===== src/rtl/secr_pkg.sv =====
// Package for the system error capture register bank.
// Assumes a 32-bit APB with byte addresses as printed in the map.
package secr_pkg;

  // ------------------------------------------------------------
  // Register byte addresses
  // ------------------------------------------------------------
  localparam logic [31:0] SECR_FAIL_ADDRESS_ADDR = 32'h8000000c;
  localparam logic [31:0] SECR_FAIL_STATUS_ADDR = 32'h80000010;
  localparam logic [31:0] SECR_SEG2_END_ADDR = 32'h800000dc;
  localparam logic [31:0] SECR_PRODUCT_CONFIG_ADDR = 32'h80000024;

  // ------------------------------------------------------------
  // Field positions
  // ------------------------------------------------------------
  localparam int SECR_SEG2_END_MSB = 29;
  localparam int SECR_SEG2_END_LSB = 2;
  localparam int SECR_SEG2_UNPRIV_BIT = 1;
  localparam int SECR_SEG2_PRIV_BIT = 0;
  localparam int SECR_FS_EED_BIT = 9;
  localparam int SECR_FS_HED_BIT = 8;
  localparam int SECR_FS_TYPE_BIT = 7;
  localparam int SECR_FS_MOD_MSB = 6;
  localparam int SECR_FS_MOD_LSB = 3;
  localparam int SECR_FS_SIZE_MSB = 2;
  localparam int SECR_FS_SIZE_LSB = 0;

  // ------------------------------------------------------------
  // Reset values
  // ------------------------------------------------------------
  localparam logic [31:0] SECR_SEG2_END_RST = 32'h00000000;
  localparam logic [31:0] SECR_FAIL_ADDRESS_RST = 32'h00000000;
  localparam logic [7:0] SECR_FAIL_STATUS_RST = 8'h00;
  localparam logic SECR_FLAG_RST = 1'b0;

  // ------------------------------------------------------------
  // Product configuration fields, msb first
  // ------------------------------------------------------------
  localparam logic SECR_PC_PAGING = 1'h0;
  localparam logic SECR_PC_DEBUG = 1'h1;
  localparam logic SECR_PC_SDRAM = 1'h1;
  localparam logic [2:0] SECR_PC_WATCHPOINTS = 3'h4;
  localparam logic SECR_PC_MAC = 1'h0;
  localparam logic [4:0] SECR_PC_WINDOWS = 5'h07;
  localparam logic [2:0] SECR_PC_ISET = 3'h3;
  localparam logic [1:0] SECR_PC_ILINE = 2'h3;
  localparam logic [2:0] SECR_PC_DSET = 3'h3;
  localparam logic [1:0] SECR_PC_DLINE = 2'h2;
  localparam logic [3:0] SECR_PC_DIV_MUL_WDOG_MEM = 4'hf;
  localparam logic [1:0] SECR_PC_FLOAT_KIND = 2'h1;
  localparam logic [1:0] SECR_PC_BRIDGE_KIND = 2'h1;
  localparam logic [1:0] SECR_PC_WPROT = 2'h1;
  localparam logic [31:0] SECR_PC_VALUE = {SECR_PC_PAGING, SECR_PC_DEBUG,
    SECR_PC_SDRAM, SECR_PC_WATCHPOINTS, SECR_PC_MAC, SECR_PC_WINDOWS,
    SECR_PC_ISET, SECR_PC_ILINE, SECR_PC_DSET, SECR_PC_DLINE,
    SECR_PC_DIV_MUL_WDOG_MEM, SECR_PC_FLOAT_KIND, SECR_PC_BRIDGE_KIND,
    SECR_PC_WPROT};

  // ------------------------------------------------------------
  // Capture field encodings
  // ------------------------------------------------------------
  typedef enum logic [3:0] {
    SECR_MOD_CORE = 4'h0,
    SECR_MOD_BRIDGE_INIT = 4'h1,
    SECR_MOD_BRIDGE_TGT = 4'h2,
    SECR_MOD_DEBUG_LINK = 4'h3
  } secr_module_t;

  typedef enum logic [2:0] {
    SECR_SIZE_BYTE = 3'h0,
    SECR_SIZE_HALF = 3'h1,
    SECR_SIZE_WORD = 3'h2,
    SECR_SIZE_DOUBLE = 3'h3
  } secr_size_t;

endpackage


===== src/rtl/secr_regs.sv =====
// System error capture register bank: segment 2 end, product
// configuration, fail address and fail status, on an APB slave.
// Assumes error reporters give a one-cycle pulse per error and that
// all inputs are synchronous to mclk_i.
//
// Summary of operation
// - Segment 2 end address lives in bits 29:2, inclusive, word aligned.
// - Bit 1 enables segment 2 protection in unprivileged mode.
// - Bit 0 enables segment 2 protection in privileged mode.
// - Config reports eight register windows and no multiply-accumulate.
// - Config cache geometry: sets 011, instruction line 11, data line 10.
// - Config reports divide, multiply, watchdog, error registers, protection.
// - Fail address holds the full address of the failed access.
// - Fail address and capture fields are meaningful only while flag set.
// - Fail address writes are dropped while the error flag is clear.
// - Type, module and size writes are dropped while flag is clear.
// - Correctable memory error sets bit 9; only software clears it.
// - Bit 9 updates even while the hardware error flag is set.
// - Bit 8 resets to 0 and sets on any reported hardware error.
// - Flag is sticky; captures update only for errors while flag clear or cleared in that cycle.
// - Bit 7 gives direction of failed access: 0 write, 1 read.
// - Bits 6:3 give the source module of the failed access.
// - Bits 2:0 give the size of the failed access.
`timescale 1ns/10ps

module secr_regs (
  input wire logic mclk_i,
  input wire logic rst_i,
  // APB slave
  input wire logic psel_i,
  input wire logic penable_i,
  input wire logic pwrite_i,
  input wire logic [31:0] paddr_i,
  input wire logic [31:0] pwdata_i,
  output logic [31:0] prdata_o,
  output logic pready_o,
  output logic pslverr_o,
  // Error reports
  input wire logic err_valid_i,
  input wire logic err_correctable_i,
  input wire logic [31:0] err_addr_i,
  input wire logic err_read_i,
  input wire secr_pkg::secr_module_t err_module_i,
  input wire secr_pkg::secr_size_t err_size_i,
  // Segment 2 protection view
  input wire logic privilege_flag_i,
  output logic [31:0] seg2_end_addr_o,
  output logic protect_in_unprivileged_o,
  output logic protect_in_privileged_o,
  output logic seg2_protect_active_o,
  output logic hw_error_o
);
  import secr_pkg::*;

  // ------------------------------------------------------------
  // Storage
  // ------------------------------------------------------------
  logic [SECR_SEG2_END_MSB:SECR_SEG2_END_LSB] seg2_end;
  logic protect_in_unprivileged;
  logic protect_in_privileged;
  logic [31:0] fail_address;
  logic eed;
  logic hed;
  logic het;
  logic [3:0] hem;
  logic [2:0] hes;

  // ------------------------------------------------------------
  // Bus decode
  // ------------------------------------------------------------
  logic setup_phase;
  logic wr_access;
  logic hit_fa;
  logic hit_fs;
  logic hit_s2;
  logic hit_pc;
  logic hit_any;
  logic wr_fa;
  logic wr_fs;
  logic wr_s2;
  logic hed_clearing;
  logic err_accept;
  logic eed_set;

  // Zero-wait slave: every access phase completes at once
  assign pready_o = psel_i & penable_i;
  assign setup_phase = psel_i & ~penable_i;
  assign wr_access = psel_i & penable_i & pwrite_i;
  assign hit_fa = paddr_i == SECR_FAIL_ADDRESS_ADDR;
  assign hit_fs = paddr_i == SECR_FAIL_STATUS_ADDR;
  assign hit_s2 = paddr_i == SECR_SEG2_END_ADDR;
  assign hit_pc = paddr_i == SECR_PRODUCT_CONFIG_ADDR;
  assign hit_any = hit_fa | hit_fs | hit_s2 | hit_pc;
  assign wr_fa = wr_access & hit_fa;
  assign wr_fs = wr_access & hit_fs;
  assign wr_s2 = wr_access & hit_s2;

  // ------------------------------------------------------------
  // Error acceptance
  // ------------------------------------------------------------
  // A clear in the same cycle reopens capture, so no error is lost
  assign hed_clearing = wr_fs & ~pwdata_i[SECR_FS_HED_BIT];
  assign err_accept = err_valid_i & (~hed | hed_clearing);
  assign eed_set = err_valid_i & err_correctable_i;

  // ------------------------------------------------------------
  // Segment 2 end register
  // ------------------------------------------------------------
  // End field and mode qualifiers, word aligned
  always_ff @(posedge mclk_i) begin
    if (rst_i) begin
      seg2_end <= SECR_SEG2_END_RST[SECR_SEG2_END_MSB:SECR_SEG2_END_LSB];
      protect_in_unprivileged <= SECR_FLAG_RST;
      protect_in_privileged <= SECR_FLAG_RST;
    end else if (wr_s2) begin
      seg2_end <= pwdata_i[SECR_SEG2_END_MSB:SECR_SEG2_END_LSB];
      protect_in_unprivileged <= pwdata_i[SECR_SEG2_UNPRIV_BIT];
      protect_in_privileged <= pwdata_i[SECR_SEG2_PRIV_BIT];
    end
  end

  // Low two address bits are never stored and are driven as zero on seg2_end_addr_o
  assign seg2_end_addr_o = {2'h0, seg2_end, 2'h0};
  assign protect_in_unprivileged_o = protect_in_unprivileged;
  assign protect_in_privileged_o = protect_in_privileged;

  // Qualifier picked by the current processor mode
  assign seg2_protect_active_o = privilege_flag_i ? protect_in_privileged
                                                  : protect_in_unprivileged;

  // ------------------------------------------------------------
  // Fail address
  // ------------------------------------------------------------
  // Capture wins over a software write in the same cycle
  always_ff @(posedge mclk_i) begin
    if (rst_i) begin
      fail_address <= SECR_FAIL_ADDRESS_RST;
    end else if (err_accept) begin
      fail_address <= err_addr_i;
    end else if (wr_fa && hed) begin
      fail_address <= pwdata_i;
    end
  end

  // ------------------------------------------------------------
  // Fail status: sticky flags
  // ------------------------------------------------------------
  // Set beats software clear for both flags
  always_ff @(posedge mclk_i) begin
    if (rst_i) begin
      eed <= SECR_FLAG_RST;
    end else if (eed_set) begin
      eed <= 1'b1;
    end else if (wr_fs) begin
      eed <= pwdata_i[SECR_FS_EED_BIT];
    end
  end

  always_ff @(posedge mclk_i) begin
    if (rst_i) begin
      hed <= SECR_FLAG_RST;
    end else if (err_accept) begin
      hed <= 1'b1;
    end else if (wr_fs) begin
      hed <= pwdata_i[SECR_FS_HED_BIT];
    end
  end

  assign hw_error_o = hed;

  // ------------------------------------------------------------
  // Fail status: capture fields
  // ------------------------------------------------------------
  // Writes land only while a captured error is being held
  always_ff @(posedge mclk_i) begin
    if (rst_i) begin
      {het, hem, hes} <= SECR_FAIL_STATUS_RST;
    end else if (err_accept) begin
      het <= err_read_i;
      hem <= err_module_i;
      hes <= err_size_i;
    end else if (wr_fs && hed) begin
      het <= pwdata_i[SECR_FS_TYPE_BIT];
      hem <= pwdata_i[SECR_FS_MOD_MSB:SECR_FS_MOD_LSB];
      hes <= pwdata_i[SECR_FS_SIZE_MSB:SECR_FS_SIZE_LSB];
    end
  end

  // ------------------------------------------------------------
  // Read path
  // ------------------------------------------------------------
  logic [31:0] next_rdata;

  // Read mux; captures show raw storage, trusted only with flag set
  always_comb begin
    next_rdata = 32'h00000000;
    if (hit_fa) begin
      next_rdata = fail_address;
    end else if (hit_fs) begin
      next_rdata = {22'h000000, eed, hed, het, hem, hes};
    end else if (hit_s2) begin
      next_rdata = seg2_end_addr_o | {30'h00000000, protect_in_unprivileged,
                                      protect_in_privileged};
    end else if (hit_pc) begin
      next_rdata = SECR_PC_VALUE;
    end
  end

  // Data sampled in the setup cycle, held through the access phase
  always_ff @(posedge mclk_i) begin
    if (rst_i) begin
      prdata_o <= 32'h00000000;
      pslverr_o <= 1'b0;
    end else if (setup_phase) begin
      prdata_o <= pwrite_i ? 32'h00000000 : next_rdata;
      pslverr_o <= ~hit_any;
    end
  end
endmodule


===== config.mk =====
export PLATFORM = sky130hd
export DESIGN_NAME = secr_regs
export DESIGN_NICKNAME = d
export VERILOG_FILES = /design/src/rtl/secr_pkg.sv /design/src/rtl/secr_regs.sv
export SDC_FILE = /design/constraint.sdc
export NUM_CORES = 1
export LEC_CHECK = 0
export BUFFER_PORTS_ARGS = -buffer_cell sky130_fd_sc_hd__buf_4
export CAP_MARGIN = 5
export CORE_ASPECT_RATIO = 1.1
export CORE_MARGIN = 2
export CORE_UTILIZATION = 40
export DETAILED_ROUTE_END_ITERATION = 8
export GPL_TIMING_DRIVEN = 1
export PLACE_DENSITY = 0.67
export SLEW_MARGIN = 20
export SYNTH_ARGS = -nofsm -noshare
export SYNTH_HDL_FRONTEND = slang
export SYNTH_SLANG_ARGS = --single-unit

===== constraint.sdc =====
create_clock -name mclk_i -period 6 [get_ports mclk_i]
set_clock_uncertainty 0.1 [all_clocks]
set_input_delay 0.3 -clock mclk_i [delete_from_list [all_inputs] [get_ports mclk_i]]
set_output_delay 0.3 -clock mclk_i [all_outputs]
set_load 0.05 [all_outputs]

==> results.ini, run 1 <==
[placement]
place_area_um2 = 6230
placed_cells = 892
place.port_buffers = 177
dp_hpwl_um = 11400
preCtsSetupSlack_ps = 3140
routabilityCongestion = 0.885

[timing]
finalWorstSetupSlack_ps = 3460
min_period_over_period_pct = 42.3
fin_tns_setup_ps = 0
fin_crit_ps = 2540
slew-limit-headroom_pct = 23.0
grt_setup_unrepaired = no
slew_viol_final = 0
hold_viol = 0
worst_pin_slew_ps = 1150
fmax_mhz = 394
setup_viol = 0
holdWs_ps = 107

[synth]
synth_flop_cell = dfxtp_1
synth-compound-area-share_pct = 27.8
yosys.area_share.adder_pct = 0
synth_area_um2 = 4830
synthArstFlopShare_pct = 0
yosys_warnings = 0
syn_inst = 600
synth_mux_area_share_pct = 2.30
synthDistinctLibCells = 44
synth-xor-area-share_pct = 0
synth-simple-area-share_pct = 21.4
synth_edf_count = 0
synth-seq-cells = 105
avgSynthCellArea_um2 = 8.06
synth_top_family_by_area = compound AO/OA/AOI/OAI gates
ys_seq_area_share_pct = 43.5

[route]
wirelength_um = 16400
routed_via_density = 5.85
antenna_left = 0
remaining_drc_errors = 0
drt_iter0_markers = 395
firstDrtPassIters = 5
via_count = 5309
wl_per_cell_um = 18.0

[global_routing]
antenna_found_initial = 0
grt_max_degree = 93
grt_use_total_pct = 25.4
grt_pass1_wl_um = 25900
grt.overflow.total = 0
grt_pass1_vias = 5059

[clock_tree]
post_cts_buffers = 0
cts_tree = done
cts_made_buffers = 9
post_cts_resized = 0
cts_sinks = 105
holdBufCountCts = 0
clkTransAtPathRegs_ps = 80
cts.htree.levels = 3
insertion_delay_ps = 350
ctsRootBufferMaster = clkbuf_16
clk_path_buf_depth = 2

[final_layout]
drive_gt1_share_pct = 28.5
syn2layout_area_growth_pct = 35.4
nNetsFinal = 861
layout.cells.non_filler = 908
final_area_um2 = 6550
layout_common_cells = 188 x buf_4, 119 x nand2_1, 105 x dfxtp_1, 76 x a21oi_1, 35 x o21ai_0
antennaDiodeCount = 0
fillers = 1153
final_common_cell = buf_4
post-route-util_pct = 54.9

[worst_setup_path]
path_max_fanout = 22
worstPathRequired_ps = 6150
criticalPathCategory = reg -> reg
cp-end-kind = flop
cp.arrival_ps = 2690
critical_path.startpoint_type = flop

[floorplan]
die_width_um = 109
num_rows = 42
pin_count = 182
fp.dieH_um = 119
initial_core_util_pct = 40.5
dieArea_um2 = 13000
core_area_um2 = 11900

[power]
power.internal_mw = 1.13
power_switching_share_pct = 25.3
p_comb_share_pct = 10.9
pwr-share-clk_pct = 40.7
power_leakage_nw = 2.60
p_per_area_nw_per_um2 = 230
vdd_drop_max_v = 0.000119
seq_power_share_pct = 48.3
power_mw = 1.51
p_switching_uw = 382

[flow_run]
maxCapViolations = 0

[worst_hold_path]
hold_path_class = in -> reg

[status]
status = finished clean

-- cell usage after synthesis, drive strengths merged, types with 11 or more instances --
cell    number  share of area (%)
o21ai       36                3.7
a22o        23                4.2
a31oi       32                4.1
and3        11                1.4
nor2        22                1.7
nand2      119                9.2
dfxtp      105                 43
nand3       28                3.0
clkbuf      38                3.0
buf         15                1.8
a21oi       76                7.9
a22oi       12                1.9
-- final cells by class --
| class | count | area [µm²] | share of cell area [%] |
|---|---|---|---|
| Clock inverter | 7 | 85.1 | 1.30 |
| Inverter | 1 | 3.75 | 0.0574 |
| Multi-Input combinational cell | 444 | 2520 | 38.6 |
| Clock buffer | 9 | 225 | 3.44 |
| Sequential cell | 105 | 2100 | 32.1 |
| Tap cell | 154 | 193 | 2.94 |
| Timing Repair Buffer | 188 | 1410 | 21.6 |
-- per-layer routing --
| layer | GRT usage [%] | vias to the layer above | wire length, µm |
|---|---|---|---|
| met5 | 0 | - | 0 |
| met4 | 7.53 | 0 | 231 |
| met3 | 4.82 | 24 | 1400 |
| met2 | 42.1 | 270 | 7860 |
| met1 | 33.4 | 2527 | 6870 |
| li1 | - | 2488 | - |
-- sequential cells by signal (all words and copies together), names as in the netlist, 3 cells and up --
register      count
hes               3
seg2_end         28
fail_address     32
prdata_o         32
hem               4
-- cell families (layout without fill, tap and decap cells) --
family | Yosys count | count (layout)
other | 1 | 4
DFF | 105 | 105
and+or+nand+nor | 216 | 216
buffers and inverters | 54 | 205
muxes | 11 | 11
AOI/OAI and AO/OA | 213 | 213
-- worst max-delay path, cell delays in order (launching register included) --
cell	delay, ps
dfxtp_1	720
nand2b_1	700
buf_4	390
and3_1	190
a21oi_1	40
a311oi_1	280
-- worst paths after layout --
kind	depth (start not counted)	slack, ps	from	to
min	3	110	pwdata_i[13]	seg2_end[13]
min reg2reg	2	360	prdata_o[2]	prdata_o[2]
max reg2reg	5	3460	hw_error_o	hes[2]
max	5	3460	hw_error_o	hes[2]
-- power groups by stage --
| stage | clock [mW] | sequential (mW) | combinational (mW) |
|---|---|---|---|
| after floorplan | 0 | 0.742 | 0.0764 |
| after global placement | 0 | 0.744 | 0.160 |
| after detailed placement | 0 | 0.745 | 0.163 |
| after CTS | 0.619 | 0.728 | 0.163 |
| after global routing | 0.653 | 0.731 | 0.178 |
| final | 0.614 | 0.729 | 0.165 |
(Power assumes the default switching activity.)
==> run 2: changes to the inputs <==
PLACE_DENSITY = 0.7   (was 0.67)
clock period = 2.1 ns   (was 6 ns; I/O delays follow)
==> run 2 against run 1 <==
Die area unchanged. Cell area up 12%. Via count up 6.4%. Cell count up 9.5%. Power rose to 2.8 times the previous value. Routed wire length up 4.2%. Worst setup slack worse by 3200 ps. Register-to-register slack worse by 3100 ps. Hold slack worse by 100 ps. Utilization up 6.7 points. Non-clock buffer count up 87. Critical endpoint is now fail_address[4]. Highest routed layer unchanged.
==> results.ini, run 2 (synthesized netlist as in run 1, its figures left out) <==
[worst_setup_path]
critPathLaunch = paddr_i[22]
criticalPathCategory = in -> reg
r2r_slack_ps = 370  ; -3090 ps
r2r_end = fail_address[0]
worstPathRequired_ps = 2190  ; -3960 ps
cp-end-kind = flop
cp.arrival_ps = 1960  ; -730 ps
critical_path.startpoint_type = primary input
reg2reg_from = hw_error_o
endpoint = fail_address[4]
path_max_fanout = 10  ; -55%
ff2ff_path_depth = 5  ; unchanged

[global_routing]
grt_pass1_vias = 5618  ; +11%
grt_use_total_pct = 26.1  ; +0.70 points
grt_max_degree = 70  ; -25%
grt.overflow.total = 0  ; unchanged
antenna_found_initial = 0  ; unchanged
grt_pass1_wl_um = 26900  ; +3.7%

[final_layout]
largestRegisters = fail_address: 32 flops, prdata_o: 32 flops, seg2_end: 28 flops
syn2layout_area_growth_pct = 51.9
nNetsFinal = 948  ; +10%
final_common_cell = buf_4
final_area_um2 = 7340  ; +12%
antennaDiodeCount = 0  ; unchanged
layout_common_cells = 211 x buf_4, 119 x nand2_1, 105 x dfxtp_1, 76 x a21oi_1, 61 x dlygate4sd3_1
drive_gt1_share_pct = 28.3  ; -0.18 points

[timing]
fmax_mhz = 536
min_period_over_period_pct = 88.8
setup_viol = 0  ; unchanged
fin_tns_setup_ps = 0  ; unchanged
slew_viol_final = 0  ; unchanged
worst_pin_slew_ps = 1100  ; -49.6 ps
hold_viol = 0  ; unchanged
slew-limit-headroom_pct = 26.3  ; +3.3 points
grt_setup_unrepaired = no
fin_crit_ps = 1870

[clock_tree]
clkTransAtPathRegs_ps = 70  ; about the same
post_cts_resized = 0  ; unchanged
cts_made_buffers = 9  ; unchanged
insertion_delay_ps = 340  ; about the same
cts_sinks = 105  ; unchanged
clk_path_buf_depth = 2  ; unchanged
cts.htree.levels = 3  ; unchanged
ctsRootBufferMaster = clkbuf_16
cts_tree = done

[floorplan]
initial_core_util_pct = 40.5  ; unchanged
fp.dieH_um = 119  ; unchanged
die_width_um = 109  ; unchanged
core_area_um2 = 11900  ; unchanged
num_rows = 42  ; unchanged
dieArea_um2 = 13000  ; unchanged
pin_count = 182  ; unchanged

[power]
power_leakage_nw = 2.97  ; +14%
pwr-share-clk_pct = 36.3  ; -4.4 points
p_switching_mw = 1.02  ; +170%
seq_power_share_pct = 49.6  ; +1.3 points
power_switching_share_pct = 24.5  ; -0.83 points
vdd_drop_max_v = 0.000317  ; +170%
p_comb_share_pct = 14.1  ; +3.2 points
power.internal_mw = 3.16  ; +180%
p_per_area_nw_per_um2 = 570  ; +150%

[worst_hold_path]
hold_path_class = in -> reg

[status]
status = finished clean

[route]
via_count = 5647  ; +6.4%
antenna_left = 0  ; unchanged
firstDrtPassIters = 7  ; +2
drt_iter0_markers = 344  ; -13%
routed_via_density = 5.68  ; -2.8%
remaining_drc_errors = 0  ; unchanged
wl_per_cell_um = 17.1  ; -4.8%
wirelength_um = 17000  ; +4.2%

[placement]
routabilityCongestion = 0.914  ; +3.3%
dp_hpwl_um = 12100  ; +6.0%
place_area_um2 = 6470  ; +3.8%
place.port_buffers = 177  ; unchanged

[flow_run]
maxCapViolations = 0  ; unchanged

[run 2: metal layers]
layer	part of all wire (%)	GRT usage [%]	wire length (µm)
met5	0	0	0
met1	40	32.1	6820
met3	8.1	4.27	1380
met4	1.7	7.69	282
met2	50	46.3	8560
[run 2: final cells by class]
class | count | area, µm²
fillers | 1035 | 4590
clock inverters | 2 | 16.3
multi-input cells | 444 | 2530
flip-flops and latches | 105 | 2100
clock buffers | 13 | 240
repair buffers | 275 | 2250
inverters | 1 | 3.75
well taps | 154 | 193
[run 2: worst min path at each step]
stage	endpoint	startpoint	cells after the start	slack, ps
2_1_floorplan	eed	err_valid_i	2	140
3_3_place_gp	seg2_end[12]	pwdata_i[12]	3	280
3_5_place_dp	seg2_end[13]	pwdata_i[13]	3	270
4_1_cts	fail_address[2]	err_addr_i[2]	3	0.3
5_1_grt	fail_address[2]	err_addr_i[2]	3	10
6_report	fail_address[3]	err_addr_i[3]	3	6
[run 2: per-stage QoR]
stage / setup WS [ps] / util, % / total power, mW / instances / hold slack [ps]
floorplan: 2.71 / - / 2.34 / 603 / 141
global placement: -80.1 / 54.3 / 2.60 / 918 / 276
detailed placement: -118 / 54.3 / 2.61 / 918 / 275
CTS: 248 / 61.5 / 4.19 / 994 / 0.285
global route: 122 / 61.5 / 4.34 / 994 / 11.7
finish: 235 / 61.5 / 4.18 / 994 / 6.26
[run 2: repair_timing]
action	CTS	global route
hold buffers	61	0
endpoints found under the hold margin	58	0
setup buffers	0	0
[run 2: power by group through the flow]
| stage | combinational [mW] | sequential [mW] | clock (mW) |
|---|---|---|---|
| after floorplan | 0.219 | 2.12 | 0 |
| after global placement | 0.481 | 2.12 | 0 |
| after detailed placement | 0.489 | 2.12 | 0 |
| after CTS | 0.580 | 2.08 | 1.53 |
| after global routing | 0.630 | 2.08 | 1.63 |
| final | 0.589 | 2.08 | 1.52 |
[run 2: worst max-delay path, stage by stage]
cell and delay, ps:
buf_4 110, or4_4 520, or2_1 380, nor4_4 280, buf_4 260, mux2i_1 220
a211oi_1 90
==> run 3: changes to the inputs <==
CTS_BUF_LIST = sky130_fd_sc_hd__clkbuf_8   (was not set)
==> run 3 against run 2 <==
Die area unchanged. Hold slack better by 210 ps. Register-to-register slack about the same.
==> results.ini, run 3 (synthesized netlist as in run 1, its figures left out) <==
[power]
vdd_drop_max_v = 0.000254  ; -20%
power_mw = 3.78  ; -9.7%
power_leakage_nw = 3.09  ; +4.2%
p_per_area_nw_per_um2 = 502  ; -12%

[timing]
grt_setup_unrepaired = no
finalWorstSetupSlack_ps = 71.5  ; -163 ps
worst_pin_slew_ps = 1060  ; -42.3 ps
fin_crit_ps = 2030  ; +163 ps
fin_tns_setup_ps = 0  ; unchanged
fmax_mhz = 493  ; -8.0%
hold_viol = 0  ; unchanged
setup_viol = 0  ; unchanged
min_period_over_period_pct = 96.6  ; +7.8 points
slew-limit-headroom_pct = 29.1  ; +2.8 points
slew_viol_final = 0  ; unchanged
holdWs_ps = 212  ; +205 ps

[clock_tree]
cts_sinks = 105  ; unchanged
cts.htree.levels = 3  ; unchanged
clkTransAtPathRegs_ps = 90  ; +20 ps
cts_made_buffers = 9  ; unchanged
insertion_delay_ps = 370  ; +30 ps
ctsRootBufferMaster = clkbuf_8
cts_tree = done
clk_path_buf_depth = 2  ; unchanged

[worst_setup_path]
cp.arrival_ps = 2240  ; +280 ps
worstPathCellList = buf_4 > or4_4 > buf_4 > nor2_4 > and4_4 > buf_6 > nand2_1 > a21oi_1 > dlygate4sd3_1
worstPathRequired_ps = 2310  ; +120 ps
cp-end-kind = flop
critPathMaxStageDelay_ps = 570  ; +50 ps
criticalPathCategory = in -> reg
crit_buf_inv = 4  ; +2
critical_path.startpoint_type = primary input
cp_common_cell = buf_4
slowest_stage = dlygate4sd3_1
path_max_fanout = 15  ; +5
crit_family = buffers and inverters

[worst_hold_path]
hold_path_class = in -> reg

[final_layout]
drive_gt1_share_pct = 28.1  ; -0.27 points
regArea_um2 = 2100  ; unchanged
final_common_cell = buf_4
final_area_um2 = 7530  ; +2.7%
nNetsFinal = 974  ; +2.7%
multi_input_area_um2 = 2550  ; +0.94%
largestRegisters = fail_address: 32 flops, prdata_o: 32 flops, seg2_end: 28 flops
fillers = 1004  ; -3.0%
post-route-util_pct = 63.2  ; +1.6 points
layout.cells.non_filler = 1020  ; +2.6%
antennaDiodeCount = 0  ; unchanged
layout_common_cells = 209 x buf_4, 119 x nand2_1, 105 x dfxtp_1, 86 x dlygate4sd3_1, 76 x a21oi_1
syn2layout_area_growth_pct = 55.9

[placement]
place_area_um2 = 6470  ; unchanged
routabilityCongestion = 0.914  ; unchanged
dp_hpwl_um = 12100  ; unchanged
preCtsSetupSlack_ps = -118  ; unchanged
placed_cells = 918  ; unchanged
place.port_buffers = 177  ; unchanged

[status]
status = finished clean

[route]
remaining_drc_errors = 0  ; unchanged
firstDrtPassIters = 5  ; -2
antenna_left = 0  ; unchanged
via_count = 5725  ; +1.4%
wirelength_um = 17600  ; +3.0%
drt_iter0_markers = 337  ; -2.0%
wl_per_cell_um = 17.2  ; +0.42%
routed_via_density = 5.61  ; -1.2%

[global_routing]
grt_max_degree = 70  ; unchanged
grt_pass1_wl_um = 27700  ; +3.0%
grt_use_total_pct = 26.9  ; +0.74 points
grt_pass1_vias = 5800  ; +3.2%
grt.overflow.total = 0  ; unchanged
antenna_found_initial = 0  ; unchanged

[floorplan]
dieArea_um2 = 13000  ; unchanged
fp.dieH_um = 119  ; unchanged
pin_count = 182  ; unchanged
core_area_um2 = 11900  ; unchanged
die_width_um = 109  ; unchanged
num_rows = 42  ; unchanged
initial_core_util_pct = 40.5  ; unchanged

[flow_run]
maxCapViolations = 0  ; unchanged

## run 3: cell count changes in the layout (fill, tap and decap cells not counted), moves of 4 or more
cell           change
clkbuf_1           -4
clkbuf_8           +9
clkbuf_16          -9
dlygate4sd3_1     +25
inv_1              +4
## run 3: final timing paths
kind               startpoint  cells past startpoint  slack, ps                 endpoint
hold / removal       pwrite_i                      5        210              prdata_o[0]
setup reg to reg   hw_error_o                      5        360          fail_address[0]
setup / recovery  paddr_i[22]                      9         70  protect_in_privileged_o
hold reg to reg   prdata_o[4]                      2        360              prdata_o[4]
## run 3: routing by layer
metal	up-vias	global-route usage [%]	wire length, µm	part of all wire [%]
li1	2709	-	-	-
met1	2672	32.1	7150	41
met2	302	48.0	8770	50
met3	42	4.21	1260	7.1
met4	0	9.54	380	2.2
met5	-	0	0	0
## run 3: power breakdown
part           switching (mW)  leakage, nW  internal (mW)
logic                   0.287         2.15          0.332
clock network           0.673       0.0903          0.411
registers              0.0311        0.854           2.04
total                   0.991         3.09           2.79
## run 3: worst reg2reg max path: cells and delay by family, from the launching register on
kind / cells / cell delay [ps]
AO/OA/AOI/OAI: 1 / 150
AND/OR/NAND/NOR: 2 / 540
buffers and inverters: 2 / 440
flip-flops: 1 / 360
## run 3: final cells by class
class                   count  share of cell area (%)
clock buffers               9                    1.64
clock inverters             6                   0.415
inverters                   1                  0.0498
multi-input cells         444                    33.9
well taps                 154                    2.56
flip-flops and latches    105                    27.9
repair buffers            301                    33.5
## run 3: timing repair
| action | CTS | global route |
|---|---|---|
| endpoints found under the hold margin | 72 | 0 |
| resized for setup | 0 | 10 |
| setup endpoints to repair | 0 | 10 |
| hold buffers | 86 | 0 |
| buffers inserted | 0 | 1 |
